## config.mk

```make
export PLATFORM = sky130hd
export DESIGN_NAME = display_value_registers
export DESIGN_NICKNAME = d
export VERILOG_FILES = /design/src/hw/display_value_pkg.sv /design/src/hw/display_value_registers.sv
export SDC_FILE = /design/constraint.sdc
export NUM_CORES = 1
export LEC_CHECK = 0
export BUFFER_PORTS_ARGS = -buffer_cell sky130_fd_sc_hd__buf_2
export CORE_MARGIN = 2
export CORE_UTILIZATION = 35
export DETAILED_ROUTE_END_ITERATION = 10
export SKIP_CTS_REPAIR_TIMING = 1
export SLEW_MARGIN = 20
export SYNTH_ARGS = -nofsm -noshare
export SYNTH_HDL_FRONTEND = slang
export SYNTH_SLANG_ARGS = --single-unit
```

## constraint.sdc

```tcl
create_clock -name clock_i -period 23.7 [get_ports clock_i]
set_input_delay 0 -clock clock_i [delete_from_list [all_inputs] [get_ports clock_i]]
set_output_delay 0 -clock clock_i [all_outputs]
set_load 0.01 [all_outputs]
```

## src/hw/display_value_pkg.sv

```systemverilog
`default_nettype none
// Overview of operation
// - Upper word held; lower write updates display.
// - Range -999..9999 or -99999..999999 by width.
// - Value type selects signedness and width.
// - Mode 00h: digits, overflow shown when out.
// - Mode 80h high message, 40h low message.
// - Minimum digit count, padded with leading zeros.
// - Bit 3 forces decimal point rightmost when digits are shown.
// - Low three bits place the decimal point.
// - Shift register moves value left by digits.
// - Four encodings; 16-bit ones ignore upper word.
// - Write protect never blocks these registers.
package display_value_pkg;

    // ****************************************************************
    // Register map and fields
    // ****************************************************************
    localparam int          ADDR_W          = 16;
    localparam int          DATA_W          = 16;
    localparam logic [15:0] ADDR_VALUE_HIGH = 16'h0001;
    localparam logic [15:0] ADDR_VALUE_LOW  = 16'h0002;
    localparam logic [15:0] ADDR_MODE_FMT   = 16'h0003;
    localparam logic [15:0] ADDR_LEFT_SHIFT = 16'h0004;
    localparam logic [15:0] RESET_WORD      = 16'h0000;

    localparam logic [7:0]  MODE_NUMERIC    = 8'h00;
    localparam logic [7:0]  MODE_FIXED_HIGH = 8'h80;
    localparam logic [7:0]  MODE_FIXED_LOW  = 8'h40;
    localparam int          FMT_W           = 7;
    localparam int          MIN_DIGITS_LSB  = 4;
    localparam int          DP_FORCE_BIT    = 3;
    localparam int          DP_POS_LSB      = 0;
    localparam int          FIELD3_W        = 3;
    localparam int          SHIFT_W         = 4;

    // Value type encodings, in the order of the follower settings menu.
    localparam logic [1:0]  VT_U16          = 2'h0;
    localparam logic [1:0]  VT_S16          = 2'h1;
    localparam logic [1:0]  VT_U32          = 2'h2;
    localparam logic [1:0]  VT_S32          = 2'h3;

    // ****************************************************************
    // Symbol codes driven per digit position
    // ****************************************************************
    localparam int          SYM_W           = 5;
    localparam logic [4:0]  SYM_MINUS       = 5'h0A;
    localparam logic [4:0]  SYM_H           = 5'h0B;
    localparam logic [4:0]  SYM_I           = 5'h0C;
    localparam logic [4:0]  SYM_L           = 5'h0D;
    localparam logic [4:0]  SYM_O           = 5'h0E;
    localparam logic [4:0]  SYM_V           = 5'h0F;
    localparam logic [4:0]  SYM_BLANK       = 5'h1F;

    localparam int          MAG_W           = 20;
    localparam int          BCD_DIGITS      = 6;

endpackage
`default_nettype wire

```

## src/hw/display_value_registers.sv

```systemverilog
`timescale 1ns/1ps
`default_nettype none
module display_value_registers
    import display_value_pkg::*;
#(
    parameter int DIGITS = 4
)
(
    input  wire logic                     clock_i,
    input  wire logic                     rst_i,
    input  wire logic                     wr_en_i,
    input  wire logic                     rd_en_i,
    input  wire logic [ADDR_W-1:0]        addr_i,
    input  wire logic [DATA_W-1:0]        wr_data_i,
    input  wire logic [1:0]               value_type_i,
    output var  logic [DATA_W-1:0]        rd_data_o,
    output var  logic                     rd_valid_o,
    output var  logic [DIGITS*SYM_W-1:0]  symbols_o,
    output var  logic [DIGITS-1:0]        dp_o
);

    localparam logic signed [32:0] MAX_VAL = 33'(10**DIGITS - 1);
    localparam logic signed [32:0] MIN_VAL = -33'(10**(DIGITS-1) - 1);

    // ****************************************************************
    // Register group
    // ****************************************************************
    logic [DATA_W-1:0]   high_reg, high_next;
    logic [DATA_W-1:0]   low_reg, low_next;
    logic [7:0]          mode_reg, mode_next;
    logic [FMT_W-1:0]    fmt_reg, fmt_next;
    logic [SHIFT_W-1:0]  shift_reg, shift_next;
    logic signed [32:0]  shown_reg, shown_next;
    logic [DATA_W-1:0]   rd_data_next;
    logic                rd_valid_next;

    // The write-protect setting only guards configuration registers, so
    // these four addresses have no permit input at all.
    always_comb
    begin
        high_next     = high_reg;
        low_next      = low_reg;
        mode_next     = mode_reg;
        fmt_next      = fmt_reg;
        shift_next    = shift_reg;
        shown_next    = shown_reg;
        rd_data_next  = RESET_WORD;
        rd_valid_next = rd_en_i;
        if (wr_en_i)
        begin
            case (addr_i)
                ADDR_VALUE_HIGH: high_next = wr_data_i;
                ADDR_VALUE_LOW:
                begin
                    low_next = wr_data_i;
                    // Only the lower word commits, so a lone upper write never changes the digits.
                    case (value_type_i)
                        VT_U16:  shown_next = {17'h00000, wr_data_i};
                        VT_S16:  shown_next = {{17{wr_data_i[15]}}, wr_data_i};
                        VT_U32:  shown_next = {1'b0, high_reg, wr_data_i};
                        default: shown_next = {high_reg[15], high_reg, wr_data_i};
                    endcase
                end
                ADDR_MODE_FMT:
                begin
                    mode_next = wr_data_i[15:8];
                    fmt_next  = wr_data_i[FMT_W-1:0];
                end
                ADDR_LEFT_SHIFT: shift_next = wr_data_i[SHIFT_W-1:0];
                default: ;
            endcase
        end
        if (rd_en_i)
        begin
            case (addr_i)
                ADDR_VALUE_HIGH: rd_data_next = high_reg;
                ADDR_VALUE_LOW:  rd_data_next = low_reg;
                ADDR_MODE_FMT:   rd_data_next = {mode_reg, 1'b0, fmt_reg};
                ADDR_LEFT_SHIFT: rd_data_next = {12'h000, shift_reg};
                default:         rd_data_next = RESET_WORD;
            endcase
        end
    end

    always_ff @(posedge clock_i)
    begin
        if (rst_i)
        begin
            high_reg   <= RESET_WORD;
            low_reg    <= RESET_WORD;
            mode_reg   <= 8'h00;
            fmt_reg    <= 7'h00;
            shift_reg  <= 4'h0;
            shown_reg  <= 33'h000000000;
            rd_data_o  <= RESET_WORD;
            rd_valid_o <= 1'b0;
        end
        else
        begin
            high_reg   <= high_next;
            low_reg    <= low_next;
            mode_reg   <= mode_next;
            fmt_reg    <= fmt_next;
            shift_reg  <= shift_next;
            shown_reg  <= shown_next;
            rd_data_o  <= rd_data_next;
            rd_valid_o <= rd_valid_next;
        end
    end

    // ****************************************************************
    // Display group
    // ****************************************************************
    logic                       neg;
    logic signed [32:0]         abs_val;
    logic [MAG_W-1:0]           mag;
    logic [BCD_DIGITS*4-1:0]    bcd;
    logic [SYM_W-1:0]           raw [0:DIGITS-1];
    logic [DIGITS-1:0]          raw_dp;
    logic [DIGITS*SYM_W-1:0]    symbols_next;
    logic [DIGITS-1:0]          dp_next;
    logic [FIELD3_W-1:0]        min_digits;
    logic [FIELD3_W-1:0]        dp_pos;
    int                         len;

    always_comb
    begin
        neg          = shown_reg[32];
        abs_val      = neg ? -shown_reg : shown_reg;
        mag          = abs_val[MAG_W-1:0];
        min_digits   = fmt_reg[MIN_DIGITS_LSB +: FIELD3_W];
        dp_pos       = fmt_reg[DP_POS_LSB +: FIELD3_W];
        bcd          = '0;
        len          = 1;
        raw_dp       = '0;
        symbols_next = {DIGITS{SYM_BLANK}};
        dp_next      = '0;
        for (int d = 0; d < DIGITS; d++)
        begin
            raw[d] = SYM_BLANK;
        end
        for (int b = MAG_W - 1; b >= 0; b--)
        begin
            for (int d = 0; d < BCD_DIGITS; d++)
            begin
                if (bcd[d*4 +: 4] >= 4'h5)
                begin
                    bcd[d*4 +: 4] = bcd[d*4 +: 4] + 4'h3;
                end
            end
            bcd = {bcd[BCD_DIGITS*4-2:0], mag[b]};
        end
        for (int d = 0; d < DIGITS; d++)
        begin
            if (bcd[d*4 +: 4] != 4'h0)
            begin
                len = d + 1;
            end
        end
        if (int'(min_digits) + 1 > len)
        begin
            len = int'(min_digits) + 1;
        end
        // A fractional value still needs its units digit, as in 0.05.
        if (int'(dp_pos) + 1 > len)
        begin
            len = int'(dp_pos) + 1;
        end
        for (int d = 0; d < DIGITS; d++)
        begin
            if (d < len)
            begin
                raw[d] = {1'b0, bcd[d*4 +: 4]};
            end
            else if (neg && d == len)
            begin
                raw[d] = SYM_MINUS;
            end
        end
        // A position beyond the display simply shows no point.
        for (int d = 1; d < DIGITS; d++)
        begin
            if (int'(dp_pos) == d)
            begin
                raw_dp[d] = 1'b1;
            end
        end
        case (mode_reg)
            MODE_FIXED_HIGH:
            begin
                symbols_next[0 +: 4*SYM_W] = {SYM_MINUS, SYM_H, SYM_I, SYM_MINUS};
            end
            MODE_FIXED_LOW:
            begin
                symbols_next[0 +: 4*SYM_W] = {SYM_MINUS, SYM_L, SYM_O, SYM_MINUS};
            end
            default:
            begin
                if (shown_reg > MAX_VAL)
                begin
                    symbols_next[0 +: 3*SYM_W] = {SYM_O, SYM_V, SYM_H};
                end
                else if (shown_reg < MIN_VAL)
                begin
                    symbols_next[0 +: 3*SYM_W] = {SYM_O, SYM_V, SYM_L};
                end
                else
                begin
                    // Shifted-out digits are lost; vacated right positions go blank.
                    for (int d = 0; d < DIGITS; d++)
                    begin
                        if (d >= int'(shift_reg))
                        begin
                            symbols_next[d*SYM_W +: SYM_W] = raw[d - int'(shift_reg)];
                            dp_next[d] = raw_dp[d - int'(shift_reg)];
                        end
                    end
                    if (fmt_reg[DP_FORCE_BIT])
                    begin
                        dp_next = '0;
                        dp_next[0] = 1'b1;
                    end
                end
            end
        endcase
    end

    always_ff @(posedge clock_i)
    begin
        if (rst_i)
        begin
            symbols_o <= {DIGITS{SYM_BLANK}};
            dp_o      <= '0;
        end
        else
        begin
            symbols_o <= symbols_next;
            dp_o      <= dp_next;
        end
    end

endmodule // display_value_registers
`default_nettype wire

```

==> results.json <==
{
  "outcome": "finished, final reports clean",
  "clock_skew_ns": 0.01353,
  "rows": 73,
  "vdd_drop_max_v": 0.00005243,
  "tritoncts": "yes",
  "p_leak_nw": 6.191,
  "mostFrequentLayoutCells": "nand2_1, nor2_1, a21oi_1",
  "slew_headroom": 0.2439,
  "syn-cell-area_mm2": 0.01427,
  "gp_congestion": 0.9258,
  "syn-num-nets": 1992,
  "hold_path_class": "input port to flop",
  "tightestPinTransition_ns": 1.132,
  "place_hpwl_um": 32850,
  "initial_utilization": 0.3567,
  "fin_crit_sh": 0.9379,
  "die_area_mm2": 0.04240,
  "grt_max_degree": 65,
  "path_depth": 114,
  "cts_made_buffers": 9,
  "layout_min_cycle_time_ns": 22.23,
  "vias": 15090,
  "drt-initial-drc-count": 1391,
  "nFillCells": 4164,
  "yosysUniqueCellTypes": 148,
  "max_stage_delay_ns": 0.61,
  "yosys_warnings": 0,
  "diodes": 0,
  "worst_setup_path_start_kind": "flop",
  "synth_edf_count": 0,
  "syn_avg_cell_area_um2": 7.590,
  "avgRoutedWirePerCell_um": 17.33,
  "die_h_um": 205.9,
  "powerDensity_mw_per_mm2": 23.11,
  "root_buffer": "clkbuf_16",
  "cp.required_ns": 23.93,
  "grt_pass1_wl_um": 70110,
  "htree_levels": 3,
  "grt_antenna_before_repair": 0,
  "finalPower_w": 0.0003709,
  "synth-seq-area-share": 0.1529,
  "route.detailed.drc": 0,
  "max_freq_mhz": 44.99,
  "areaGrowthSynthToFinish_pct": 12.51,
  "critPathMaxFanout": 8,
  "fin_nets": 2074,
  "grt_remaining_overflow": 0,
  "grt.total_usage": 0.1959,
  "grt_pass1_vias": 14030,
  "hold_viol": 0,
  "finalSetupViolations": 0,
  "worst_ep_arrival_time_ns": 22.46,
  "endpoint_kind": "flop",
  "core-area_mm2": 0.04001,
  "viasPerCell": 6.058,
  "layout_commonest_cell": "nand2_1",
  "worst_setup_hold_path_clk_slew_ns": 0.08,
  "postRouteAntennaNets": 0,
  "final-seq-area_mm2": 0.002182,
  "drive_above_1_share": 0.1913,
  "multi_input_area_mm2": 0.01163,
  "critPathMostFrequentCell": "ha_1",
  "cp_slowest_cell": "or4_1",
  "reg2reg_depth": 114,
  "largest_reg_flops": 20,
  "cp_top_family": "compound AO/OA/AOI/OAI gates",
  "clock-sinks": 109,
  "slew_viol_final": 0,
  "routed_wl_um": 43180,
  "maxCapViolations": 0,
  "path_class": "flop to flop",
  "drt-pass1-iter-count": 7,
  "ys_ff_latch": 109,
  "synthFlopType": "dfxtp_1",
  "async_flop_share": 0,
  "die_x_um": 205.9,
  "clk_latency_ns": 0.36,
  "io-pin-count": 79,
  "cp_num_buf_inv": 13,
  "holdPathStages": 3,
  "syn_inst": 1880,
  "hold_ws_ns": 0.1238,
  "portBuffers": 78,
  "clock_path_buffers": 2
}
==> logic make-up after synthesis <==
| logic type | after synthesis | share of synthesized area |
|---|---|---|
| buffers and inverters | 174 | 0.04998 |
| DFF | 109 | 0.1529 |
| and+or+nand+nor | 722 | 0.2625 |
| xor gates and xnor gates | 57 | 0.04761 |
| adders and majority gates | 77 | 0.06699 |
| muxes | 75 | 0.05840 |
| AOI/OAI and AO/OA | 666 | 0.3615 |
==> worst register-to-register path: cells and delay by family, from the launching register on <==
family	cells	cell delay (ns)
mux	3	0.57
compound gates	38	7.50
buf+inv	13	1.26
flops	1	0.40
xor+xnor	9	2.69
fa+ha+maj	16	3.42
simple gates	35	6.29
==> where the power goes <==
group	total [W]	switching [W]	internal [W]
sequential	0.000187	0.000000991	0.000186
clock	0.000142	0.0000708	0.0000716
combinational	0.0000415	0.0000240	0.0000175
==> synth_stat cells, drive strengths merged (12+ instances only) <==
| master | n | area share |
|---|---|---|
| nand2 | 221 | 0.059 |
| nor2 | 160 | 0.045 |
| a21oi | 152 | 0.055 |
| dfxtp | 109 | 0.15 |
| o21ai | 102 | 0.039 |
| inv | 96 | 0.025 |
| ha | 74 | 0.065 |
| clkbuf | 49 | 0.013 |
| nor3 | 49 | 0.018 |
| nand3 | 48 | 0.017 |
| mux2i | 46 | 0.034 |
| o211ai | 37 | 0.022 |
| and2 | 36 | 0.016 |
| xnor2 | 35 | 0.027 |
| a211oi | 31 | 0.020 |
| a31oi | 31 | 0.016 |
| or3 | 29 | 0.015 |
| mux2 | 28 | 0.023 |
| nor4 | 25 | 0.015 |
| buf | 24 | 0.010 |
| nand2b | 24 | 0.011 |
| nand4 | 24 | 0.011 |
| a21o | 22 | 0.012 |
| o21a | 22 | 0.012 |
| and3 | 21 | 0.0092 |
| nor2b | 21 | 0.0094 |
| o22ai | 21 | 0.011 |
| or2 | 20 | 0.0089 |
| a22oi | 19 | 0.012 |
| o31ai | 18 | 0.012 |
| a32oi | 16 | 0.012 |
| a222oi | 15 | 0.011 |
| xor2 | 15 | 0.0092 |
| a221oi | 13 | 0.0089 |
| o2111ai | 12 | 0.0074 |
| o211a | 12 | 0.0084 |
==> per-layer routing <==
layer / up-vias / part of all wire / track usage
met1: 7183 / 0.46 / 0.2650
met2: 501 / 0.47 / 0.3288
met3: 66 / 0.049 / 0.01719
li1: 7341 / - / -
met5: - / 0 / 0
met4: 0 / 0.023 / 0.06224
==> path summary, 6_finish.rpt <==
| path | startpoint | endpoint | slack, ns |
|---|---|---|---|
| worst min-delay path | value_type_i[1] | shown_reg[27] | 0.12 |
| worst min register to register | shown_reg[31] | shown_reg[31] | 0.48 |
| worst max-delay path | low_reg[2] | symbols_o[7] | 1.47 |
| worst max register to register | low_reg[2] | symbols_o[7] | 1.47 |
==> layout make-up <==
class | count | share of cell area
flip-flops and latches | 109 | 0.1359
clock buffers | 9 | 0.01403
inverters | 101 | 0.02385
multi-input cells | 1597 | 0.7246
repair buffers | 144 | 0.05798
well taps | 525 | 0.04092
clock inverters | 6 | 0.002728
==> metrics by stage <==
stage	cell area (um2)	worst slack, ns	setup TNS (ns)	instances	utilization
3_5_place_dp	15200	-0.4465	-3.402	2437	0.3799
3_3_place_gp	15200	0.4174	0	2437	0.3799
5_1_grt	16050	-0.1375	-0.4847	2491	0.4013
2_1_floorplan	14270	1.906	0	1880	-
4_1_cts	15470	-0.5440	-5.191	2452	0.3867
6_report	16050	1.471	0	2491	0.4013
Power figures use the tool's default switching activity.
